<file path="src/pci_status_revision_params.svh">
`ifndef PCI_STATUS_REVISION_PARAMS_SVH
`define PCI_STATUS_REVISION_PARAMS_SVH

// ==========================================================
// Configuration byte offsets
`define STATUS_OFFSET 8'h04
`define REVISION_OFFSET 8'h08
`define CAPPTR_OFFSET 8'h34

// ==========================================================
// Status field positions within the configuration dword
`define DPE_BIT 31
`define SSE_BIT 30
`define RMA_BIT 29
`define RTA_BIT 28
`define STA_BIT 27
`define DEVSEL_MSB 26
`define DEVSEL_LSB 25
`define MDPE_BIT 24
`define FBB_BIT 23
`define CAPLIST_BIT 20

// ==========================================================
// Fixed field values and reset values
`define FLAG_COUNT 5
`define FLAGS_RESET 5'h00
`define FBB_VALUE 1'h1
`define CAP_PTR_VALUE 8'hdc
`define REV_LOW_BITS 3
`define CAP_EN_RESET 1'h0

`endif

</file>
<file path="src/pci_status_revision_pkg.sv">
package pci_status_revision_pkg;

  // ==========================================================
  // Decode timing encoding of the status word
  typedef enum logic [1:0] {
    devsel_fast = 2'h0,
    devsel_medium = 2'h1,
    devsel_slow = 2'h2,
    devsel_reserved = 2'h3
  } devsel_timing_type;

  // Sticky event flags, msb first: dpe, sse, rma, rta, mdpe
  typedef logic [4:0] event_flags_type;

endpackage

</file>
<file path="src/pci_status_revision_regs.sv">
`timescale 1ns/1ps
`default_nettype none
`include "pci_status_revision_params.svh"
// How it works
// - Any detected parity error sets bit 31
// - Driving the system error line sets bit 30
// - Master abort as master sets bit 29
// - Target abort as master sets bit 28
// - Event flags stay set until written one
// - Bit 27 always reads zero
// - Bits 26:25 read fixed medium timing 01b
// - Bit 24 needs PERR, mastership, response enabled
// - Bit 23 reads fixed one
// - Bit 20 follows the loaded power-management bit
// - Capability pointer gives first item when listed
// - Bits 22,21 and 19:16 read zero
// - Revision is an 8-bit read-only value
// - Low three revision bits loadable from EEPROM
// - Response disabled only keeps bit 24 clear; bit 31 still sets
module pci_status_revision_regs
  import pci_status_revision_pkg::*;
#(
  parameter logic [7:0] REV_DEFAULT = 8'h01 // Arbitrary stepping value
) (
  // Clock and reset
  input wire logic sys_clk_i,
  input wire logic rst_i,
  // Configuration access from the host bridge
  input wire logic cfg_rd_i,
  input wire logic cfg_wr_i,
  input wire logic [7:0] cfg_addr_i,
  input wire logic [3:0] cfg_be_i,
  input wire logic [31:0] cfg_wdata_i,
  output logic [31:0] cfg_rdata_o,
  output logic cfg_rvalid_o,
  // Bus event reports from the bus engines
  input wire logic parity_err_det_i,
  input wire logic serr_drive_i,
  input wire logic master_abort_i,
  input wire logic target_abort_i,
  input wire logic perr_seen_i,
  input wire logic bus_master_op_i,
  // Command register parity response bit
  input wire logic par_resp_en_i,
  // Values from the EEPROM loader
  input wire logic pm_cap_en_i,
  input wire logic eep_rev_valid_i,
  input wire logic [2:0] eep_rev_i,
  // Status view for other header logic
  output logic [15:0] status_hi_o,
  output logic [7:0] revision_o
);

  // ==========================================================
  // Access decode
  logic wr_status;
  logic rd_status;
  logic rd_rev;
  logic rd_capptr;

  // Dword addresses at full width, so the compares stay six bits wide
  localparam logic [7:0] STATUS_ADDR = `STATUS_OFFSET;
  localparam logic [7:0] REV_ADDR = `REVISION_OFFSET;
  localparam logic [7:0] CAPPTR_ADDR = `CAPPTR_OFFSET;

  // Byte address low bits are ignored; every register is one dword
  assign wr_status = cfg_wr_i && (cfg_addr_i[7:2] == STATUS_ADDR[7:2]);
  assign rd_status = cfg_rd_i && (cfg_addr_i[7:2] == STATUS_ADDR[7:2]);
  assign rd_rev = cfg_rd_i && (cfg_addr_i[7:2] == REV_ADDR[7:2]);
  assign rd_capptr = cfg_rd_i && (cfg_addr_i[7:2] == CAPPTR_ADDR[7:2]);

  // ==========================================================
  // Sticky event flags
  event_flags_type flag_q;
  event_flags_type flag_d;
  event_flags_type set_vec;
  event_flags_type clr_vec;
  logic mdpe_event;

  // Bit 24 needs all three conditions; with response off it never sets
  assign mdpe_event = perr_seen_i && bus_master_op_i && par_resp_en_i;

  // Event sources in flag order
  assign set_vec = {parity_err_det_i,
                    serr_drive_i,
                    master_abort_i,
                    target_abort_i,
                    mdpe_event};

  // All flags sit in the top byte, so only that lane clears them
  assign clr_vec = {cfg_wdata_i[`DPE_BIT:`RTA_BIT], cfg_wdata_i[`MDPE_BIT]} &
                   {`FLAG_COUNT{wr_status && cfg_be_i[3]}};

  // Set beats clear so an event in the clearing cycle is kept
  genvar gi;
  generate
    for (gi = 0; gi < `FLAG_COUNT; gi++) begin : g_flag
      assign flag_d[gi] = set_vec[gi] | (flag_q[gi] & ~clr_vec[gi]);
    end
  endgenerate

  // Flag storage; bus reset empties every flag
  always_ff @(posedge sys_clk_i) begin
    if (rst_i) begin
      flag_q <= `FLAGS_RESET;
    end else begin
      flag_q <= flag_d;
    end
  end

  // ==========================================================
  // EEPROM-loaded revision and capability enable
  logic [7:0] rev_q;
  logic [7:0] rev_d;
  logic cap_en_q;
  logic cap_en_d;

  // Upper bits stay hardwired; only the low field follows the loader
  always_comb begin
    rev_d = rev_q;
    if (eep_rev_valid_i) begin
      rev_d[`REV_LOW_BITS-1:0] = eep_rev_i;
    end
    cap_en_d = pm_cap_en_i;
  end

  // Stepping value returns after reset until the loader runs again
  always_ff @(posedge sys_clk_i) begin
    if (rst_i) begin
      rev_q <= REV_DEFAULT;
      cap_en_q <= `CAP_EN_RESET;
    end else begin
      rev_q <= rev_d;
      cap_en_q <= cap_en_d;
    end
  end

  // ==========================================================
  // Status word assembly
  logic [15:0] status_hi;
  devsel_timing_type devsel_timing;

  assign devsel_timing = devsel_medium;

  // Constant fields are built here, so writes cannot reach them
  assign status_hi = {flag_q[4], flag_q[3], flag_q[2], flag_q[1],
                      1'h0,
                      devsel_timing,
                      flag_q[0],
                      `FBB_VALUE,
                      2'h0,
                      cap_en_q,
                      4'h0};

  // ==========================================================
  // Read path
  logic [31:0] rdata_q;
  logic [31:0] rdata_d;
  logic rvalid_q;
  logic rvalid_d;
  logic [2:0] rsel_q;
  logic [2:0] rsel_d;

  // Unmapped dwords read zero; command half belongs elsewhere
  always_comb begin
    rdata_d = 32'h0000_0000;
    if (rd_status) begin
      rdata_d = {status_hi, 16'h0000};
    end else if (rd_rev) begin
      rdata_d = {24'h00_0000, rev_q};
    end else if (rd_capptr && cap_en_q) begin
      rdata_d = {24'h00_0000, `CAP_PTR_VALUE};
    end
    rvalid_d = cfg_rd_i;
    rsel_d = {rd_status, rd_rev, rd_capptr};
  end

  // Read data is registered; it answers one edge after the request
  always_ff @(posedge sys_clk_i) begin
    if (rst_i) begin
      rdata_q <= 32'h0000_0000;
      rvalid_q <= 1'h0;
      rsel_q <= 3'h0;
    end else begin
      rdata_q <= rdata_d;
      rvalid_q <= rvalid_d;
      rsel_q <= rsel_d;
    end
  end

  // Outputs
  assign cfg_rdata_o = rdata_q;
  assign cfg_rvalid_o = rvalid_q;
  assign status_hi_o = status_hi;
  assign revision_o = rev_q;

  // ==========================================================
  // Assertions
  property p_dpe_set;
    @(posedge sys_clk_i) disable iff (rst_i)
    parity_err_det_i |=> flag_q[4];
  endproperty
  a_dpe_set: assert property (p_dpe_set) else $error("parity error did not set bit 31");

  property p_sse_set;
    @(posedge sys_clk_i) disable iff (rst_i)
    serr_drive_i |=> flag_q[3];
  endproperty
  a_sse_set: assert property (p_sse_set) else $error("system error did not set bit 30");

  property p_rma_set;
    @(posedge sys_clk_i) disable iff (rst_i)
    master_abort_i |=> flag_q[2] ##1 (flag_q[2] || $past(clr_vec[2]));
  endproperty
  a_rma_set: assert property (p_rma_set) else $error("master abort flag lost");

  property p_rta_set;
    @(posedge sys_clk_i) disable iff (rst_i)
    target_abort_i |=> flag_q[1];
  endproperty
  a_rta_set: assert property (p_rta_set) else $error("target abort did not set bit 28");

  property p_sticky_hold;
    @(posedge sys_clk_i) disable iff (rst_i)
    (flag_q[4] && !(wr_status && cfg_be_i[3] && cfg_wdata_i[`DPE_BIT])) |=> flag_q[4];
  endproperty
  a_sticky_hold: assert property (p_sticky_hold) else $error("bit 31 dropped without clear");

  property p_w1c;
    @(posedge sys_clk_i) disable iff (rst_i)
    (wr_status && cfg_be_i[3] && cfg_wdata_i[`SSE_BIT] && !serr_drive_i) |=> !flag_q[3];
  endproperty
  a_w1c: assert property (p_w1c) else $error("write one did not clear bit 30");

  property p_fixed_fields;
    @(posedge sys_clk_i) disable iff (rst_i)
    (cfg_rvalid_o && rsel_q[2]) |->
      (cfg_rdata_o[`STA_BIT] == 1'h0) && (cfg_rdata_o[`DEVSEL_MSB:`DEVSEL_LSB] == 2'h1) &&
      (cfg_rdata_o[`FBB_BIT] == 1'h1) && (cfg_rdata_o[22:21] == 2'h0) && (cfg_rdata_o[19:16] == 4'h0);
  endproperty
  a_fixed_fields: assert property (p_fixed_fields) else $error("fixed status field wrong");

  property p_mdpe_gate;
    @(posedge sys_clk_i) disable iff (rst_i)
    (!flag_q[0] && !(perr_seen_i && bus_master_op_i && par_resp_en_i)) |=> !flag_q[0];
  endproperty
  a_mdpe_gate: assert property (p_mdpe_gate) else $error("bit 24 set without all conditions");

  property p_mdpe_set;
    @(posedge sys_clk_i) disable iff (rst_i)
    (perr_seen_i && bus_master_op_i && par_resp_en_i) |=> flag_q[0];
  endproperty
  a_mdpe_set: assert property (p_mdpe_set) else $error("bit 24 not set on master parity error");

  property p_caplist;
    @(posedge sys_clk_i) disable iff (rst_i)
    (cfg_rvalid_o && rsel_q[2] && !$past(rst_i, 2)) |-> (cfg_rdata_o[`CAPLIST_BIT] == $past(pm_cap_en_i, 2));
  endproperty
  a_caplist: assert property (p_caplist) else $error("capabilities bit does not follow eeprom");

  property p_capptr;
    @(posedge sys_clk_i) disable iff (rst_i)
    (cfg_rvalid_o && rsel_q[0] && !$past(rst_i, 2)) |->
      (cfg_rdata_o == ($past(pm_cap_en_i, 2) ? {24'h00_0000, `CAP_PTR_VALUE} : 32'h0000_0000));
  endproperty
  a_capptr: assert property (p_capptr) else $error("capability pointer read wrong");

  property p_rev_upper;
    @(posedge sys_clk_i) disable iff (rst_i)
    (cfg_rvalid_o && rsel_q[1]) |-> (cfg_rdata_o[7:3] == REV_DEFAULT[7:3]) && (cfg_rdata_o[31:8] == 24'h00_0000);
  endproperty
  a_rev_upper: assert property (p_rev_upper) else $error("revision upper bits changed");

  property p_rev_load;
    @(posedge sys_clk_i) disable iff (rst_i)
    eep_rev_valid_i |=> (revision_o[2:0] == $past(eep_rev_i)) ##1 (revision_o[2:0] == $past(revision_o[2:0]) ||
      $past(eep_rev_valid_i));
  endproperty
  a_rev_load: assert property (p_rev_load) else $error("revision low bits not loaded");

  property p_reset_clear;
    @(posedge sys_clk_i)
    rst_i |=> (status_hi_o[15:12] == 4'h0) && (status_hi_o[8] == 1'h0) && !cfg_rvalid_o;
  endproperty
  a_reset_clear: assert property (p_reset_clear) else $error("reset did not clear flags");

  property p_zero_write;
    @(posedge sys_clk_i) disable iff (rst_i)
    (wr_status && cfg_wdata_i[31:24] == 8'h00 && set_vec == 5'h00) |=> (flag_q == $past(flag_q));
  endproperty
  a_zero_write: assert property (p_zero_write) else $error("zero write changed a flag");

  property p_no_lane;
    @(posedge sys_clk_i) disable iff (rst_i)
    (wr_status && !cfg_be_i[3] && set_vec == 5'h00) |=> (flag_q == $past(flag_q));
  endproperty
  a_no_lane: assert property (p_no_lane) else $error("write without top lane changed a flag");

  property p_sticky_all;
    @(posedge sys_clk_i) disable iff (rst_i)
    (flag_q != 5'h00) |=> ((flag_q & $past(flag_q) & ~$past(clr_vec)) == ($past(flag_q) & ~$past(clr_vec)));
  endproperty
  a_sticky_all: assert property (p_sticky_all) else $error("event flag dropped without clear");

  property p_rev_read;
    @(posedge sys_clk_i) disable iff (rst_i)
    (cfg_rvalid_o && rsel_q[1]) |-> (cfg_rdata_o[7:0] == $past(revision_o));
  endproperty
  a_rev_read: assert property (p_rev_read) else $error("revision read differs from register");

endmodule
`default_nettype wire

</file>
<file path="config.mk">
export PLATFORM = sky130hd
export DESIGN_NAME = pci_status_revision_regs
export DESIGN_NICKNAME = d
export VERILOG_FILES = /design/src/pci_status_revision_pkg.sv /design/src/pci_status_revision_regs.sv
export VERILOG_INCLUDE_DIRS = /design/src
export SDC_FILE = /design/constraint.sdc
export NUM_CORES = 1
export LEC_CHECK = 0
export BUFFER_PORTS_ARGS = -buffer_cell sky130_fd_sc_hd__buf_2
export CAP_MARGIN = 40
export CORE_MARGIN = 1.5
export CORE_UTILIZATION = 33
export DETAILED_ROUTE_END_ITERATION = 7
export PLACE_DENSITY = 0.78
export SYNTH_ARGS = -nofsm -noshare
export SYNTH_HDL_FRONTEND = slang
export SYNTH_SLANG_ARGS = --single-unit
</file>
<file path="constraint.sdc">
create_clock -name sys_clk_i -period 1.5 [get_ports sys_clk_i]
set_input_delay 0.15 -clock sys_clk_i [delete_from_list [all_inputs] [get_ports sys_clk_i]]
set_output_delay 0.15 -clock sys_clk_i [all_outputs]
set_load 0.01 [all_outputs]
</file>
# Yosys cells after proc, flatten, opt, wreduce, memory -nomap -nowiden
# Cells that the tools add are included.
[op_classes]
reduce_logical = 10
bitwise = 16
mux = 3
n_eq_ne = 3
[ops]
columns = ["cell", "n"]
rows = [
  ["2-to-1 mux 32 bit", 1],
  ["2-to-1 mux 8 bit", 2],
  ["logical AND 1 bit", 8],
  ["equality test 6 x 1 -> 1 bit, second input constant", 1],
  ["equality test 6 x 2 -> 1 bit, second input constant", 1],
  ["equality test 6 x 4 -> 1 bit, second input constant", 1],
  ["bitwise AND 1 bit", 5],
  ["bitwise AND 5 bit", 1],
  ["NOT 1 bit", 5],
  ["bitwise OR 1 bit", 5],
  ["OR reduction 3 bit", 1],
  ["OR reduction 2 bit", 1],
]
[totals]
wordCells = 39
input_bits = 60
regBits = 42
out_inout_bits = 57

# Longest topological paths before layout
# Gate-level depths: netlist of the first run.
[logic_depth]
depth_word = 7
mapped_depth = 4
depth_no_buf = 3

# Least setup slack after synthesis of the first run
# No wires, ideal clock.
[synth_path]
kind = "input port to flip-flop"
from = "input port cfg_addr_i[5]"
to = "register flag_q[0]"
required_time_ns = 1.368
setup_time_ns = 0.132
arrival_ns = 1.106
setup_slack_ns = 0.262
path_buffers = 1
stages = 4
cell_sequence = "or4b_1 buf_2 o31ai_1 a21oi_1"
[synth_between]
elab_chain_len = 7
[synth_rtl]
columns = ["element", "line", "source"]
rows = [
  ["start, declared", "pci_status_revision_regs.sv:31", "input wire logic [7:0] cfg_addr_i,"],
  ["equality test 6 x 1 -> 1 bit", "pci_status_revision_regs.sv:67", "assign wr_status = cfg_wr_i && (cfg_addr_i[7:2] == STATUS_ADDR[7:2]);"],
  ["logical AND 1 bit", "pci_status_revision_regs.sv:67", ""],
  ["logical AND 1 bit", "pci_status_revision_regs.sv:92", "{`FLAG_COUNT{wr_status && cfg_be_i[3]}};"],
  ["bitwise AND 5 bit", "pci_status_revision_regs.sv:91", "assign clr_vec = {cfg_wdata_i[`DPE_BIT:`RTA_BIT], cfg_wdata_i[`MDPE_BIT]} &"],
  ["NOT 1 bit", "pci_status_revision_regs.sv:98", "assign flag_d[gi] = set_vec[gi] | (flag_q[gi] & ~clr_vec[gi]);"],
  ["bitwise AND 1 bit", "pci_status_revision_regs.sv:98", ""],
  ["bitwise OR 1 bit", "pci_status_revision_regs.sv:98", ""],
  ["end signal, assigned", "pci_status_revision_regs.sv:105", "flag_q <= `FLAGS_RESET;"],
  ["end signal, assigned", "pci_status_revision_regs.sv:107", "flag_q <= flag_d;"],
  ["end, declared", "pci_status_revision_regs.sv:74", "event_flags_type flag_q;"],
]
# Every way passes these cells.
# A chain may end at the register's enable or synchronous reset.

# Final worst setup path of the first run
# Same ends and word-level chain as after synthesis.

==> flow_summary.toml, run 1 <==
[worst_setup_path]
path_max_fanout = 6
worstSetupPathType = "input port to flip-flop"
cp_cell_sequence = "buf_2 -> or4b_1 -> o31ai_1 -> a21oi_1"
r2r-end = "revision_o[0]$_SDFFE_PP1P_"
critPathSlowestCell = "or4b_1"
worstReg2RegStart = "revision_o[0]$_SDFFE_PP1P_"
rr_worst_depth = 2
crit_path_end_kind = "flip-flop"
startpoint = "cfg_addr_i[5]"
startpoint_type = "input port"
reg2reg_slack_ps = 740
critical-path-top-delay-family = "simple AND/OR/NAND/NOR gates"
path_depth = 4
cp_num_buf_inv = 1
cp_data_required_time_ps = 1690
max_stage_delay_ps = 690
worstPathArrival_ps = 1360

[floorplan]
die_width_um = 58.1
die_h_um = 58.1
io_pins = 117
initial_utilization_pct = 35.5
coreArea_sq_um = 2830
fp-row-count = 19
die-area_sq_um = 3380

[cts]
post_cts_resized = 0
cts.sinks = 21
post_cts_buffers = 0
cts_made_buffers = 3
path_clk_slew_ps = 110
htree_levels = 1
cts_root_buf = "clkbuf_4"
clk_latency_ps = 300
cts_buffer_depth = 2
hold_buffers = 0
cts_tree = "built"

[drt]
drt_pass1_iterations = 6
wl_per_cell_um = 8.99
drtAntennaViolNets = 0
vias_per_cell = 3.96
drt_iter0_drc = 30
vias = 744
remaining_drc_errors = 8
totalWireLength_um = 1690

[synthesis]
synth.avg_cell_area_sq_um = 9.21
synth_top_family_by_area = "buffers and inverters"
synth_compound_area_share_pct = 7.61
yosysSeqAreaShare_pct = 41.9
synth_seq_cells = 21
synth_area_sq_um = 1000
ys_types = 20
syn_inst = 109
yosysWarnings = 0
synth-simple-area-share_pct = 15.8
synthMuxAreaShare_pct = 2.00
synth-xor-area-share_pct = 0
synthAdderAreaFrac_pct = 0

[global_routing]
grt_antenna_before_repair = 0
grt_pass1_vias = 654
grt_busiest_layer = "met2"
grt.overflow.total = 0
track_usage_pct = 9.46
use_met3_pct = 1.79
use_met2_pct = 19.0
grt_max_degree = 12
grt_pass1_wl_um = 2500
grtUsageMet1_pct = 8.79

[run_status]
violations = "DRC"
status = "finished with violations"

[timing]
fin_ws_ps = 330
whs_ps = 55.6
setup_viol = 0
period_share_pct = 78.0
setup_tns_ps = 0
max_freq_mhz = 855
hold_viol_final = 0
skew_ps = 0.544
min_period_ps = 1170
rsz0062_at_grt = "false"
final_max_slew_viol_count = 0

[placed_design]
placed_cell_area_sq_um = 1140
place_ws_ps = 29.9
place.gp.congestion = 0.749
port_buffers = 52
dp_hpwl_um = 1430

[power_and_ir_drop]
pwr-share-seq_pct = 59.4
p_sw_share_pct = 25.5
switching_power_mw = 0.252
finalPower_mw = 0.986
clkPwrFrac_pct = 26.4
internal_power_mw = 0.734
combPwrFrac_pct = 14.3
peakVddDrop_mv = 0.281
power_density_nw_per_um2 = 849
p_leak_nw = 0.654

[worst_hold_path]
hp-start = "eep_rev_i[0]"
hold_path_depth = 2
hold_end = "revision_o[0]$_SDFFE_PP1P_"
min_path_type = "input port to flip-flop"

[cells_and_area]
area_growth_syn_to_layout_pct = 15.8
fill_cells = 301
n_antenna_cell = 0
multi_input_area_sq_um = 375
design_area_sq_um = 1160
fin_nets = 218
layout-drive-gt1-share_pct = 36.3
seq_area_sq_um = 420

[job]
drv_cap = 0
==> sequential cells by signal, summed over array words and instances, names as in the netlist <==
name,cells
cap_en_q,1
cfg_rdata_o,11
cfg_rvalid_o,1
flag_q,5
revision_o,3
==> worst reg2reg max path: cells and delay by family, from the launching register on <==
kind / cells / cell delay, ps
compound gates: 1 / 210
flops: 1 / 330
simple gates: 1 / 120
==> kinds of logic after synthesis <==
logic type | after synthesis
DFF | 21
muxes | 2
buffers and inverters | 48
and+or+nand+nor | 24
AOI/OAI and AO/OA | 12
other | 2
==> how the worst max path moves through the flow <==
stage / end / slack, ps
floorplan: flag_q[0]$_SDFF_PP0_ / 260
global placement: flag_q[4]$_SDFF_PP0_ / 50
detailed placement: flag_q[2]$_SDFF_PP0_ / 30
CTS: flag_q[2]$_SDFF_PP0_ / 370
global route: flag_q[0]$_SDFF_PP0_ / 280
finish: flag_q[0]$_SDFF_PP0_ / 330
==> power groups by stage <==
stage	registers, mW	logic [mW]	clock network (mW)
after floorplan	0.605	0.134	0
after global placement	0.598	0.138	0
after detailed placement	0.598	0.140	0
after CTS	0.586	0.140	0.266
after global routing	0.588	0.156	0.287
final	0.585	0.141	0.260
==> through the flow <==
stage | std cells | utilization, %
CTS | 188 | 41.1
global placement | 184 | 40.2
detailed placement | 184 | 40.2
floorplan | 139 | -
finish | 188 | 41.1
global route | 188 | 41.1
==> layer usage <==
| metal | vias up | part of all wire, % |
|---|---|---|
| met2 | 49 | 51 |
| li1 | 374 | - |
| met1 | 317 | 35 |
| met3 | 4 | 12 |
| met5 | - | 0 |
| met4 | 0 | 2.0 |
==> cell usage in the layout, fill, tap and decap left out, types with 2 or more instances in the layout <==
master,count
a21oi_1,6
and2_1,8
buf_2,52
clkbuf_4,3
conb_1,32
dfxtp_1,21
inv_1,9
mux2i_1,2
nor2_1,3
nor2b_1,5
o31ai_1,5
or4b_1,2
==> cell type report <==
cell class / count / share of cell area, %
Clock buffer: 4 / 2.26
Inverter: 9 / 2.91
Multi-Input combinational cell: 70 / 32.3
Sequential cell: 21 / 36.2
Tap cell: 31 / 3.34
Timing Repair Buffer: 53 / 23.0
==> cells in the mapped netlist <==
cell type	count	share of area, %
clkbuf_1	1	0.37
nand4_1	1	0.62
dfxtp_1	21	42
nor2_1	3	1.1
mux2i_1	2	2.0
nand3_1	1	0.50
nor2_4	1	1.1
nor4b_1	1	0.87
buf_4	37	28
conb_1	2	0.75
nand2_1	1	0.37
nor2b_1	5	3.1
o31ai_1	5	3.7
or4b_1	2	2.0
a211o_1	1	0.87
inv_1	9	3.4
nand4bb_1	1	1.1
a21oi_1	6	3.0
and2_1	8	5.0
buf_2	1	0.50
Note: power is estimated with default switching activity, not from simulation.
==> run 2: changes to the inputs <==
==> constraint.sdc (replaced) <==
create_clock -name sys_clk_i -period 1.16 [get_ports sys_clk_i]
set_input_delay 0.116 -clock sys_clk_i [delete_from_list [all_inputs] [get_ports sys_clk_i]]
set_output_delay 0.116 -clock sys_clk_i [all_outputs]
set_load 0.01 [all_outputs]
==> flow_summary.toml, run 2 (synthesized netlist as in run 1, its figures left out) <==
[run_status]
status = "finished with violations"
violations = "DRC"

[worst_setup_path]
worstPathArrival_ps = 1190
r2r-end = "revision_o[0]$_SDFFE_PP1P_"
worstSetupPathType = "input port to flip-flop"
cp_data_required_time_ps = 1340
crit_path_end_kind = "flip-flop"
rr_worst_depth = 2
path_max_fanout = 6
startpoint_type = "input port"
worstReg2RegStart = "revision_o[0]$_SDFFE_PP1P_"
reg2reg_slack_ps = 410

[job]
drv_cap = 0

[worst_hold_path]
hp-start = "eep_rev_i[0]"
min_path_type = "input port to flip-flop"
hold_end = "revision_o[0]$_SDFFE_PP1P_"
hold_path_depth = 2

[cells_and_area]
fill_cells = 283
seq_area_sq_um = 420
n_antenna_cell = 0
final_cell_mix = "buf_2, conb_1, dfxtp_1"
fin_nets = 222
area_growth_syn_to_layout_pct = 19.2
largest_reg_flops = 11
layout-drive-gt1-share_pct = 38.5
multi_input_area_sq_um = 379
fin_cells = 192
final_common_cell = "buf_2"

[timing]
max_freq_mhz = 982
min_period_ps = 1020
period_share_pct = 87.8
fin_ws_ps = 142
hold_viol_final = 0
final_max_slew_viol_count = 0
skew_ps = 0.366
rsz0062_at_grt = "false"
setup_viol = 0

[drt]
vias_per_cell = 3.96
wl_per_cell_um = 8.49
remaining_drc_errors = 7
totalWireLength_um = 1630
met3_length_um = 168
drt_pass1_iterations = 6
routed.top_layer = "met4"
wl_met2_um = 740
drt-met1-wl_um = 687
drt_iter0_drc = 38
vias = 760
drtAntennaViolNets = 0

[cts]
path_clk_slew_ps = 100
clk_latency_ps = 280
cts_tree = "built"
cts_root_buf = "clkbuf_4"
post_cts_buffers = 0
post_cts_resized = 0
cts.sinks = 21
hold_buffers = 0
htree_levels = 1
cts_buffer_depth = 2
cts_made_buffers = 3

[floorplan]
io_pins = 117
fp-row-count = 19
coreArea_sq_um = 2830
initial_utilization_pct = 35.5
die-area_sq_um = 3380
die_h_um = 58.1
die_width_um = 58.1

[power_and_ir_drop]
power_density_nw_per_um2 = 1060
p_leak_nw = 0.675
peakVddDrop_mv = 0.377

[global_routing]
grt_max_degree = 12
track_usage_pct = 9.28
grt_antenna_before_repair = 0
grt_pass1_wl_um = 2390
grt_pass1_vias = 606
grt.overflow.total = 0

[placed_design]
place_ws_ps = -171
port_buffers = 52
dp_hpwl_um = 1390
dp.cells = 188
place.gp.congestion = 0.757
## run 2: cell types whose count changed in the layout (fill, tap and decap cells not counted), sizes merged
cell / delta
buf: +4
## run 2: worst max-delay path, stage by stage
cell,delay (ps)
buf_2,100
or4b_4,590
o31ai_1,290
a21oi_1,90
## run 2: report_power, final
| group | internal, mW | switching [mW] | total [mW] |
|---|---|---|---|
| logic | 0.0806 | 0.112 | 0.193 |
| registers | 0.743 | 0.0132 | 0.757 |
| clock network | 0.133 | 0.190 | 0.323 |
## run 2: final cells by class
cell class                      count  share of cell area [%]
Clock buffer                        4                    2.20
Multi-Input combinational cell     70                    31.7
Tap cell                           31                    3.24
Timing Repair Buffer               57                    24.9
Inverter                            9                    2.82
Sequential cell                    21                    35.1
## run 2: layer usage
metal | vias to the layer above | GRT usage, %
li1 | 384 | -
met1 | 323 | 10.3
met2 | 51 | 16.4
met3 | 2 | 0.670
met4 | 0 | 6.98
met5 | - | 0
## run 2: per-stage QoR
stage	TNS (ps)	power [mW]	area, sq um	hold WS, ps	utilization, %
after floorplan	-197	0.957	1130	234	-
after global placement	-1100	0.963	1170	327	41.4
after detailed placement	-1410	0.966	1170	330	41.4
after CTS	0	1.29	1200	22.4	42.3
after global routing	0	1.34	1200	28.1	42.3
final	0	1.27	1200	30.6	42.3
## run 2: worst max path at each step
stage	startpoint	to	slack, ps	cells after the start
final	cfg_addr_i[5]	flag_q[3]$_SDFF_PP0_	140	4
after global routing	cfg_addr_i[5]	flag_q[2]$_SDFF_PP0_	90	4
after CTS	cfg_addr_i[5]	flag_q[2]$_SDFF_PP0_	140	4
after detailed placement	cfg_addr_i[5]	flag_q[2]$_SDFF_PP0_	-170	4
after global placement	cfg_addr_i[5]	flag_q[2]$_SDFF_PP0_	-140	4
after floorplan	cfg_addr_i[5]	flag_q[0]$_SDFF_PP0_	-40	4
==> run 3: changes to the inputs <==
--- a/config.mk
+++ b/config.mk
@@ -11,7 +11,8 @@
 export CORE_MARGIN = 1.5
 export CORE_UTILIZATION = 33
 export DETAILED_ROUTE_END_ITERATION = 7
-export PLACE_DENSITY = 0.78
+export MAX_ROUTING_LAYER = met4
+export PLACE_DENSITY = 0.85
 export SYNTH_ARGS = -nofsm -noshare
 export SYNTH_HDL_FRONTEND = slang
 export SYNTH_SLANG_ARGS = --single-unit
==> flow_summary.toml, run 3 (synthesized netlist as in run 1, its figures left out) <==
[cts]
hold_buffers = 0
path_clk_slew_ps = 110
cts_made_buffers = 3
cts.sinks = 21
cts_buffer_depth = 2
clk_latency_ps = 290
cts_root_buf = "clkbuf_4"
post_cts_resized = 0
post_cts_buffers = 0
cts_tree = "built"
htree_levels = 1

[drt]
totalWireLength_um = 1710
wl_per_cell_um = 8.83
routed.top_layer = "met4"
drt-met1-wl_um = 671
vias = 766
drt_pass1_iterations = 7
drtAntennaViolNets = 0
wl_met2_um = 834
remaining_drc_errors = 7
vias_per_cell = 3.97
drt_iter0_drc = 20
met3_length_um = 175

[global_routing]
grt_antenna_before_repair = 0
grt.overflow.total = 0
grt_pass1_wl_um = 2460
grt_max_degree = 12
track_usage_pct = 9.56
grt_pass1_vias = 624

[placed_design]
place.gp.congestion = 0.729
port_buffers = 52
dp_hpwl_um = 1440

[run_status]
violations = "DRC"
status = "finished with violations"

[worst_setup_path]
path_max_fanout = 6
worstPathArrival_ps = 1200
crit_path_end_kind = "flip-flop"
cp_cell_sequence = "buf_2 -> or4b_4 -> o31ai_1 -> a21oi_1"
max_stage_delay_ps = 590
critPathSlowestCell = "or4b_4"
cp_data_required_time_ps = 1330
startpoint_type = "input port"
worstSetupPathType = "input port to flip-flop"

[timing]
hold_viol_final = 0
setup_viol = 0
rsz0062_at_grt = "false"
period_share_pct = 88.8
max_freq_mhz = 971
final_max_slew_viol_count = 0
setup_tns_ps = 0
skew_ps = 0.778
min_period_ps = 1030

[job]
drv_cap = 0

[cells_and_area]
post-route-util_pct = 42.5
final_cell_mix = "buf_2, conb_1, dfxtp_1"
largest_reg_flops = 11
n_antenna_cell = 0
final_common_cell = "buf_2"
fin_nets = 223
layout-drive-gt1-share_pct = 38.9
area_growth_syn_to_layout_pct = 19.9

[floorplan]
die_width_um = 58.1
initial_utilization_pct = 35.5
die_h_um = 58.1
die-area_sq_um = 3380
io_pins = 117
coreArea_sq_um = 2830
fp-row-count = 19

[power_and_ir_drop]
peakVddDrop_mv = 0.364
power_density_nw_per_um2 = 1070
p_leak_nw = 0.679

[worst_hold_path]
min_path_type = "input port to flip-flop"
run 3: changes by cell type in the layout (fill, tap and decap cells not counted):
cell,delta
buf_4,+1
run 3: final cells by class:
type / instances / area [sq um]
inverters: 9 / 33.8
multi-input cells: 70 / 379
clock buffers: 4 / 26.3
well taps: 31 / 38.8
flip-flops and latches: 21 / 420
repair buffers: 58 / 305
fillers: 270 / 1630
run 3: layer usage:
layer  vias to the layer above  global-route usage, %
met5                         -                      -
met3                         2                   1.34
met2                        50                   17.4
met4                         0                   4.98
met1                       332                   9.90
li1                        382                      -
run 3: power by group:
group	total (mW)	switching [mW]	internal (mW)	leakage [nW]
clock	0.329	0.195	0.133	0.0150
combinational	0.196	0.113	0.0826	0.493
sequential	0.758	0.0147	0.743	0.172
total	1.28	0.324	0.959	0.679
run 3: final timing paths:
check | start | cells past startpoint | slack, ps | to
worst max register to register | revision_o[0]$_SDFFE_PP1P_ | 2 | 390 | revision_o[0]$_SDFFE_PP1P_
worst min-delay path | eep_rev_i[0] | 2 | 30 | revision_o[0]$_SDFFE_PP1P_
worst min register to register | revision_o[2]$_SDFFE_PP0P_ | 2 | 480 | cfg_rdata_o[2]$_SDFF_PP0_
worst max-delay path | cfg_addr_i[5] | 4 | 130 | flag_q[2]$_SDFF_PP0_
run 3: worst max-delay path, delay by kind of cell:
kind / cells / cell delay, ps
compound gates: 2 / 400
simple gates: 1 / 590
buf+inv: 1 / 110
run 3: stage by stage:
stage	instances	hold WS (ps)	power [mW]	instance area [sq um]	setup slack (ps)
3_5_place_dp	189	330	0.968	1180	-162
5_1_grt	193	30.4	1.34	1200	69.1
4_1_cts	193	27.8	1.29	1200	150
6_report	193	25.8	1.28	1200	130
2_1_floorplan	139	234	0.957	1130	-39.4
3_3_place_gp	189	329	0.964	1180	-154
